===== config.mk =====
export PLATFORM = sky130hd
export DESIGN_NAME = teu_trap_unit
export DESIGN_NICKNAME = d
export VERILOG_FILES = /design/src/teu_pkg.sv /design/src/teu_trap_unit.sv
export VERILOG_INCLUDE_DIRS = /design/src
export SDC_FILE = /design/constraint.sdc
export NUM_CORES = 1
export LEC_CHECK = 0
export BUFFER_PORTS_ARGS = -buffer_cell sky130_fd_sc_hd__buf_4
export CAP_MARGIN = 20
export CORE_MARGIN = 5
export CORE_UTILIZATION = 35
export DETAILED_ROUTE_END_ITERATION = 10
export PLACE_DENSITY = 0.57
export SLEW_MARGIN = 20
export SYNTH_ARGS = -nofsm -noshare
export SYNTH_HDL_FRONTEND = slang
export SYNTH_SLANG_ARGS = --single-unit

===== constraint.sdc =====
create_clock -name hclk -period 4.05 [get_ports hclk]
set_input_delay 0.81 -clock hclk [delete_from_list [all_inputs] [get_ports hclk]]
set_output_delay 0.81 -clock hclk [all_outputs]
set_load 0.05 [all_outputs]

===== src/teu_consts.svh =====
// constants for the trap exception unit
`ifndef TEU_CONSTS_SVH
`define TEU_CONSTS_SVH
`define TEU_TRAP_VECTOR 32'h0fff_ff00
`define TEU_CORE_HALF_OFS 32'h0000_0004
`define TEU_LOCK_WINDOW 6'h20
`define TEU_REG_CTRL 32'h0000_0000
`define TEU_REG_STATUS 32'h0000_0004
`define TEU_REG_FIR 32'h0000_0008
`define TEU_REG_FSR 32'h0000_000c
`define TEU_REG_RESTART 32'h0000_0010
`define TEU_CTRL_USER 0
`define TEU_CTRL_IRQEN 1
`define TEU_CTRL_RDWATCH 2
`define TEU_CTRL_WRWATCH 3
`define TEU_CTRL_PGSIZE 4
`define TEU_CTRL_BUSLOCK 5
`define TEU_CTRL_XLATE 6
`define TEU_CTRL_FTE 7
`define TEU_CTRL_FZ 8
`define TEU_CTRL_TI 9
`define TEU_FSR_ADD_LO 22
`define TEU_FSR_MUL_LO 9
`define TEU_FSR_RR_LO 17
`endif


===== src/teu_pkg.sv =====
// types for the trap exception unit
package teu_pkg;
	typedef struct packed {
		logic sw;
		logic irq;
		logic fetch;
		logic operand;
		logic flt;
	} teu_cause_t;
	typedef struct packed {
		logic user;
		logic irq_en;
		logic saved_priv;
		logic saved_irq;
		logic paired;
		logic switch_pend;
		logic lock_to;
		logic op_exc;
		logic byte_code;
		logic rd_watch;
		logic wr_watch;
		logic pg_size;
		logic bus_lock;
		logic xlate;
		logic float_trap_enable;
		logic fz;
		logic ti;
	} teu_flags_t;
	typedef enum logic [1:0] {TEU_RUN, TEU_ENTER, TEU_HALT} teu_state_t;
	typedef struct packed {
		teu_state_t st;
		teu_flags_t f;
		teu_cause_t cause;
		logic [31:0] fir;
		logic [7:0] add_stat;
		logic [7:0] mul_stat;
		logic [4:0] rr;
		logic [5:0] lock_cnt;
		logic lock_act;
		logic [1:0] irq_sync;
		logic rst_seen;
		logic redirect;
		logic abort;
		logic half_commit;
		logic hold_pipe;
		logic flush_icache;
		logic single_mode;
		logic hready;
		logic [31:0] hrdata;
		logic [31:0] addr;
		logic wr;
		logic sel;
	} teu_state_s_t;
endpackage


===== src/teu_trap_unit.sv =====
// trap detection, state save and fetch redirection with an ahb-lite register slave
//
// What this block does
// - any non-reset trap aborts the current instruction, leaving it restartable
// - on entry copy privilege and interrupt enable into their saved flags
// - on entry clear privilege to supervisor and clear interrupt enable
// - on entry record whether trapped while in paired issue
// - on entry record whether a single/dual issue switch was due
// - set every cause bit present; several may be set at once
// - fault address is instruction, or float half in dual; core half is plus 4
// - dual-mode lone operand fault: float half already completed, except float-to-integer transfer
// - after entry fetch handler at the fixed vector in single mode
// - trap instruction, and overflow-trap with sticky overflow, raise software trap
// - no unlock within 32 instructions of lock raises software trap plus timeout flag
// - exceptional float operand raises float fault, sets operand flag, pipeline holds
// - result exceptions: overflow, underflow unless flush, inexact only if enabled
// - scalar result exception reported on next float or store instruction
// - pipelined result exception reported at last stage; pipeline then holds
// - no trap when float traps disabled or clean: pipeline advances normally
// - status fields 29..22 and 16..9 show last-stage adder and multiplier status
// - result index set by scalar initiation, cleared by pipelined initiation
// - page-not-present on fetch raises fetch fault with its cause bit
// - data fault for dirty-clear write, misalign, watch hit, not present, protection
// - external interrupt with interrupts enabled sets its cause and traps
// - reset: vector, single mode, no causes, control bits cleared, code mode latched
//
// Local design decisions: the address map and register access over AHB-Lite.
`timescale 1ns/1ns
`include "teu_consts.svh"
module teu_trap_unit
	import teu_pkg::*;
(
	input wire logic hclk,
	input wire logic hresetn,
	input wire logic hsel,
	input wire logic [31:0] haddr,
	input wire logic [1:0] htrans,
	input wire logic hwrite,
	input wire logic [2:0] hsize,
	input wire logic [31:0] hwdata,
	input wire logic hready,
	output logic hreadyout,
	output logic hresp,
	output logic [31:0] hrdata,
	input wire logic irq_pin,
	input wire logic instr_valid,
	input wire logic [31:0] instr_addr,
	input wire logic dual_mode,
	input wire logic mode_switch_due,
	input wire logic trap_instr,
	input wire logic ovf_trap_instr,
	input wire logic overflow_sticky,
	input wire logic lock_instr,
	input wire logic unlock_instr,
	input wire logic fp_instr,
	input wire logic fp_store_instr,
	input wire logic fp_scalar_init,
	input wire logic fp_pipe_init,
	input wire logic [4:0] fp_dest,
	input wire logic float_xfer_instr,
	input wire logic src_exc_operand,
	input wire logic add_last_ovf,
	input wire logic add_last_unf,
	input wire logic add_last_inx,
	input wire logic mul_last_ovf,
	input wire logic mul_last_unf,
	input wire logic mul_last_inx,
	input wire logic [7:0] add_last_stat,
	input wire logic [7:0] mul_last_stat,
	input wire logic fetch_not_present,
	input wire logic data_dirty_clear_wr,
	input wire logic data_misaligned,
	input wire logic data_watch_hit,
	input wire logic data_not_present,
	input wire logic data_protect,
	output logic trap_abort,
	output logic fp_pipe_hold,
	output logic fp_half_commit,
	output logic fetch_redirect,
	output logic [31:0] fetch_vector,
	output logic single_issue_force,
	output logic icache_flush,
	output logic [31:0] core_half_addr
);
	teu_state_s_t s_r, s_nxt;
	logic irq_live, res_exc, report_pt, lock_exp, data_fault, any_trap;
	teu_cause_t cz;

	// ==========================================
	// trap detection
	always_comb begin
		irq_live = s_r.irq_sync[1];
		res_exc = add_last_ovf | mul_last_ovf
			| ((add_last_unf | mul_last_unf) & ~s_r.f.fz)
			| ((add_last_inx | mul_last_inx) & s_r.f.ti);
		// reporting happens only when the next float or store instruction arrives
		report_pt = instr_valid & (fp_instr | fp_store_instr);
		lock_exp = s_r.lock_act & (s_r.lock_cnt == `TEU_LOCK_WINDOW) & ~unlock_instr;
		data_fault = data_dirty_clear_wr | data_misaligned | data_watch_hit
			| data_not_present | data_protect;
		cz.sw = instr_valid & (trap_instr | (ovf_trap_instr & overflow_sticky)) | lock_exp;
		cz.irq = irq_live & s_r.f.irq_en;
		cz.fetch = fetch_not_present;
		cz.operand = instr_valid & data_fault;
		cz.flt = s_r.f.float_trap_enable & ((instr_valid & src_exc_operand) | (report_pt & res_exc));
		any_trap = |cz;
	end

	// ==========================================
	// state update
	always_comb begin
		s_nxt = s_r;
		s_nxt.irq_sync = {s_r.irq_sync[0], irq_pin};
		s_nxt.redirect = 1'b0;
		s_nxt.abort = 1'b0;
		s_nxt.half_commit = 1'b0;
		s_nxt.hold_pipe = 1'b0;
		s_nxt.flush_icache = 1'b0;
		// reset entry: catch code width strap on the first edge after release
		if (!s_r.rst_seen) begin
			s_nxt.rst_seen = 1'b1;
			s_nxt.f.byte_code = irq_pin;
			s_nxt.redirect = 1'b1;
			s_nxt.flush_icache = 1'b1;
			s_nxt.single_mode = 1'b1;
		end else begin
			if (instr_valid) begin
				if (lock_instr) begin
					s_nxt.lock_act = 1'b1;
					s_nxt.lock_cnt = 6'h00;
				end else if (unlock_instr) begin
					s_nxt.lock_act = 1'b0;
				end else if (s_r.lock_act && s_r.lock_cnt != `TEU_LOCK_WINDOW) begin
					s_nxt.lock_cnt = s_r.lock_cnt + 6'h01;
				end
				if (!any_trap) begin
					if (fp_scalar_init) s_nxt.rr = fp_dest;
					else if (fp_pipe_init) s_nxt.rr = 5'h00;
				end
			end
			if (instr_valid && !any_trap) s_nxt.single_mode = ~dual_mode;
			if (any_trap) begin
				s_nxt.abort = 1'b1;
				s_nxt.f.saved_priv = s_r.f.user;
				s_nxt.f.saved_irq = s_r.f.irq_en;
				s_nxt.f.user = 1'b0;
				s_nxt.f.irq_en = 1'b0;
				s_nxt.f.paired = dual_mode;
				s_nxt.f.switch_pend = mode_switch_due;
				s_nxt.cause = cz;
				s_nxt.fir = instr_addr;
				s_nxt.redirect = 1'b1;
				s_nxt.single_mode = 1'b1;
				// the float half has retired only when the data fault stands alone
				// and the float half is not a transfer into the core registers
				s_nxt.half_commit = dual_mode & ~float_xfer_instr
					& (cz == teu_cause_t'(5'h02));
				if (lock_exp) begin
					s_nxt.f.lock_to = 1'b1;
					s_nxt.lock_act = 1'b0;
				end
				if (cz.flt) begin
					s_nxt.hold_pipe = 1'b1;
					if (src_exc_operand) s_nxt.f.op_exc = 1'b1;
				end
				if (report_pt) begin
					s_nxt.add_stat = add_last_stat;
					s_nxt.mul_stat = mul_last_stat;
				end
			end
		end
		// ==========================================
		// ahb-lite slave, zero wait states
		s_nxt.hready = 1'b1;
		if (s_r.sel && s_r.wr) begin
			unique case (s_r.addr)
				`TEU_REG_CTRL: begin
					if (!any_trap) begin
						s_nxt.f.user = hwdata[`TEU_CTRL_USER];
						s_nxt.f.irq_en = hwdata[`TEU_CTRL_IRQEN];
					end
					s_nxt.f.rd_watch = hwdata[`TEU_CTRL_RDWATCH];
					s_nxt.f.wr_watch = hwdata[`TEU_CTRL_WRWATCH];
					s_nxt.f.pg_size = hwdata[`TEU_CTRL_PGSIZE];
					s_nxt.f.bus_lock = hwdata[`TEU_CTRL_BUSLOCK];
					s_nxt.f.xlate = hwdata[`TEU_CTRL_XLATE];
					s_nxt.f.float_trap_enable = hwdata[`TEU_CTRL_FTE];
					s_nxt.f.fz = hwdata[`TEU_CTRL_FZ];
					s_nxt.f.ti = hwdata[`TEU_CTRL_TI];
				end
				// writing status clears flags by writing one; a fresh trap wins
				`TEU_REG_STATUS: if (!any_trap) begin
					s_nxt.cause = s_r.cause & ~teu_cause_t'(hwdata[4:0]);
					s_nxt.f.lock_to = s_r.f.lock_to & ~hwdata[5];
					s_nxt.f.op_exc = s_r.f.op_exc & ~hwdata[6];
				end
				default: ;
			endcase
		end
		s_nxt.sel = hsel & htrans[1] & hready;
		s_nxt.wr = hwrite;
		s_nxt.addr = haddr;
		s_nxt.hrdata = 32'h0000_0000;
		if (hsel && htrans[1] && hready && !hwrite) begin
			unique case (haddr)
				`TEU_REG_CTRL: s_nxt.hrdata = {22'h000000, s_r.f.ti, s_r.f.fz, s_r.f.float_trap_enable,
					s_r.f.xlate, s_r.f.bus_lock, s_r.f.pg_size, s_r.f.wr_watch,
					s_r.f.rd_watch, s_r.f.irq_en, s_r.f.user};
				`TEU_REG_STATUS: s_nxt.hrdata = {20'h00000, s_r.f.byte_code, s_r.f.switch_pend,
					s_r.f.paired, s_r.f.saved_irq, s_r.f.saved_priv, s_r.f.op_exc,
					s_r.f.lock_to, s_r.cause};
				`TEU_REG_FIR: s_nxt.hrdata = s_r.fir;
				`TEU_REG_FSR: s_nxt.hrdata = {2'h0, s_r.add_stat, s_r.rr, s_r.mul_stat, 9'h000};
				default: s_nxt.hrdata = 32'h0000_0000;
			endcase
		end
	end

	always_ff @(posedge hclk or negedge hresetn) begin
		if (!hresetn) begin
			s_r <= '0;
		end else begin
			s_r <= s_nxt;
		end
	end

	// ==========================================
	// outputs
	assign hreadyout = 1'b1;
	assign hresp = 1'b0;
	assign hrdata = s_r.hrdata;
	assign trap_abort = s_r.abort;
	assign fp_pipe_hold = s_r.hold_pipe;
	// float half done only for a lone operand fault in dual mode, not a transfer
	assign fp_half_commit = s_r.half_commit;
	assign fetch_redirect = s_r.redirect;
	assign fetch_vector = `TEU_TRAP_VECTOR;
	assign single_issue_force = s_r.single_mode;
	assign icache_flush = s_r.flush_icache;
	assign core_half_addr = s_r.fir + `TEU_CORE_HALF_OFS;
endmodule


==> impl_metrics.ini <==
[status]
outcome = complete, no violations

[routing]
first_pass_iters = 4
totalWireLength_mm = 19.2
drc = 0
first_iter_violations = 207
routedWlPerCell_um = 18.3
ant_nets = 0
routed_via_density = 4.77
num_vias = 5001

[critical_path]
path_max_fanout = 8
crit_start = s_r[108]
required_ns = 3.24
r2r_start = s_r[77]
worstSetupEndpointType = output port
cp_data_arrival_time_ns = 2.78
critPathLaunchType = flop
critPathKind = reg2out

[clocking]
clkLatencyLatePin_ns = 0.42
cts_max_level = 4
ctsResizeCount = 0
clock_path_buffers = 2
clk_pin_slew_worst_paths_ns = 0.06
cts_tree = built
cts_num_sinks = 157
cts_made_buffers = 17
postCtsSetupRepairBufs = 0
ctsHoldBuffers = 0
clk_root_buffer_cell = clkbuf_16

[placed_design]
hpwl_mm = 14.3
io_buffers = 197
placed_cell_area_um2 = 8530
gp_congestion = 0.833

[global_route]
first_global_vias = 5439
grt_usage = 0.163
antenna_found_initial = 0
grt_pass1_wl_mm = 29.9
grt-ovfl-total = 0
grt_max_degree = 83

[worst_hold_path]
min_from = s_nxt[75]
hp-class = reg2reg

[timing]
rsz0062_at_grt = false
clock.fmax_mhz = 278
maxSlewViolCount = 0
tns_ns = 0
max_slew_margin = 0.329
fin_crit_sh = 0.887
setup_viol = 0
tightest_slew_ns = 0.997
finalHoldViolCount = 0
period_needed_ns = 3.59
finClkSkew_ns = 0.0118

[logic_synthesis]
synth_cell_types = 55
synth_flop_cell = dfrtp_1
synth-seq-cells = 157
syn_avg_cell_area_um2 = 11.9
syn_area_um2 = 7120
synthArstFlopShare = 1.00
synth_top_area_frac = 0.552
yosys_warnings = 0
synth_edf_count = 0
syn_inst = 599
synth_area_leaders = dfrtp_1 (55%), mux2_2 (7.9%), buf_4 (7.2%)
ys_seq_area_frac = 0.552
yosysTopAreaCell = dfrtp_1

[layout]
final_common_cell = buf_4
multi_input_area_um2 = 2650
drive_above_1_share = 0.397
num_antenna_cells = 0
finalInstanceArea_um2 = 9110
final_nets = 922
fill_cells = 1862
syn2layout_area_growth_pct = 28.0
mostFrequentLayoutCells = buf_4 (203), dfrtp_1 (157), nor2_1 (53)
area.sequential_um2 = 3930

[power]
p_leak_nw = 4.24
ir_worst_vdd_uv = 278
power_density_nw_per_um2 = 452

[floorplan]
fp.dieH_um = 153
coreArea_um2 = 20100
fp.dieW_um = 153
die_area_um2 = 23300
start_util = 0.354
io_pins = 258
rows = 52

[job]
cap_violations = 0
[registers in the layout (all words and copies together) (netlist names)]
register	cells
s_r	117
hrdata	32
fetch_redirect	1
fp_half_commit	1
fp_pipe_hold	1
icache_flush	1
irq_live	1
s_nxt	1
single_issue_force	1
trap_abort	1
[stage by stage]
| step | worst slack, ns | hold slack [ns] | instances | total power [mW] | utilization |
|---|---|---|---|---|---|
| 2_1_floorplan | 1.03 | 0.331 | 632 | 2.30 | - |
| 3_3_place_gp | 0.663 | 0.338 | 1016 | 2.56 | 0.424 |
| 3_5_place_dp | 0.568 | 0.343 | 1016 | 2.57 | 0.424 |
| 4_1_cts | 0.453 | 0.368 | 1048 | 4.17 | 0.453 |
| 5_1_grt | 0.249 | 0.374 | 1048 | 4.31 | 0.453 |
| 6_report | 0.457 | 0.359 | 1048 | 4.12 | 0.453 |
[worst paths after layout]
check	endpoint	slack (ns)	depth (start not counted)
min reg2reg	irq_live	0.36	0
max reg2reg	s_r[92]	1.01	7
max in group asynchronous	hrdata[19]	2.77	2
min in group asynchronous	s_r[98]	0.42	1
max	core_half_addr[19]	0.46	6
min	irq_live	0.36	0
[layer usage]
| layer | share of wire | track usage |
|---|---|---|
| met1 | 0.42 | 0.204 |
| met2 | 0.49 | 0.271 |
| met3 | 0.062 | 0.0471 |
| met4 | 0.022 | 0.0577 |
| met5 | 0 | 0 |
[cells by family after synthesis]
logic type | share of synthesized area
buffers and inverters | 0.0967
AOI/OAI and AO/OA | 0.0790
muxes | 0.120
other | 0.00106
xor gates and xnor gates | 0.0369
and+or+nand+nor | 0.109
adders and majority gates | 0.00528
DFF | 0.552
[critical path, cell delays in order, from the launching register on]
cell     delay (ns)
dfrtp_1        0.48
and4_1         0.34
nand4_1        0.23
nor2_1         0.63
nand4_1        0.21
xnor2_1        0.23
buf_4          0.24
[synth_stat cells (2+ instances only)]
| library cell | number |
|---|---|
| buf_2 | 3 |
| or4_1 | 2 |
| nand2_1 | 19 |
| a32o_1 | 7 |
| and2_1 | 5 |
| nand3_1 | 17 |
| mux2_2 | 50 |
| o211ai_1 | 3 |
| buf_4 | 68 |
| nand4_1 | 11 |
| conb_1 | 2 |
| a21o_1 | 4 |
| dfrtp_1 | 157 |
| nor4bb_1 | 2 |
| mux2i_1 | 12 |
| nand2b_1 | 2 |
| ha_1 | 3 |
| a31oi_1 | 3 |
| xor2_1 | 6 |
| a21oi_1 | 18 |
| nor4_1 | 18 |
| nor3_1 | 4 |
| clkbuf_1 | 14 |
| and3_1 | 11 |
| buf_1 | 3 |
| mux2_4 | 10 |
| xnor2_1 | 24 |
| o311ai_0 | 3 |
| nor2_1 | 53 |
| o21ai_0 | 7 |
| inv_1 | 15 |
| a22oi_1 | 18 |
| a211o_2 | 2 |
| buf_6 | 2 |
[layout make-up]
class                   instances  area share
flip-flops and latches        157       0.431
clock inverters                15      0.0173
inverters                      15     0.00618
multi-input cells             369       0.291
repair buffers                205       0.171
clock buffers                  17      0.0467
well taps                     270      0.0371
[where the power goes]
part / total [mW] / internal (mW) / leakage [nW] / switching [mW]
sequential: 1.80 / 1.69 / 1.97 / 0.112
combinational: 0.736 / 0.295 / 1.99 / 0.441
clock: 1.58 / 0.915 / 0.277 / 0.668
Power figures use the tool's default switching activity.
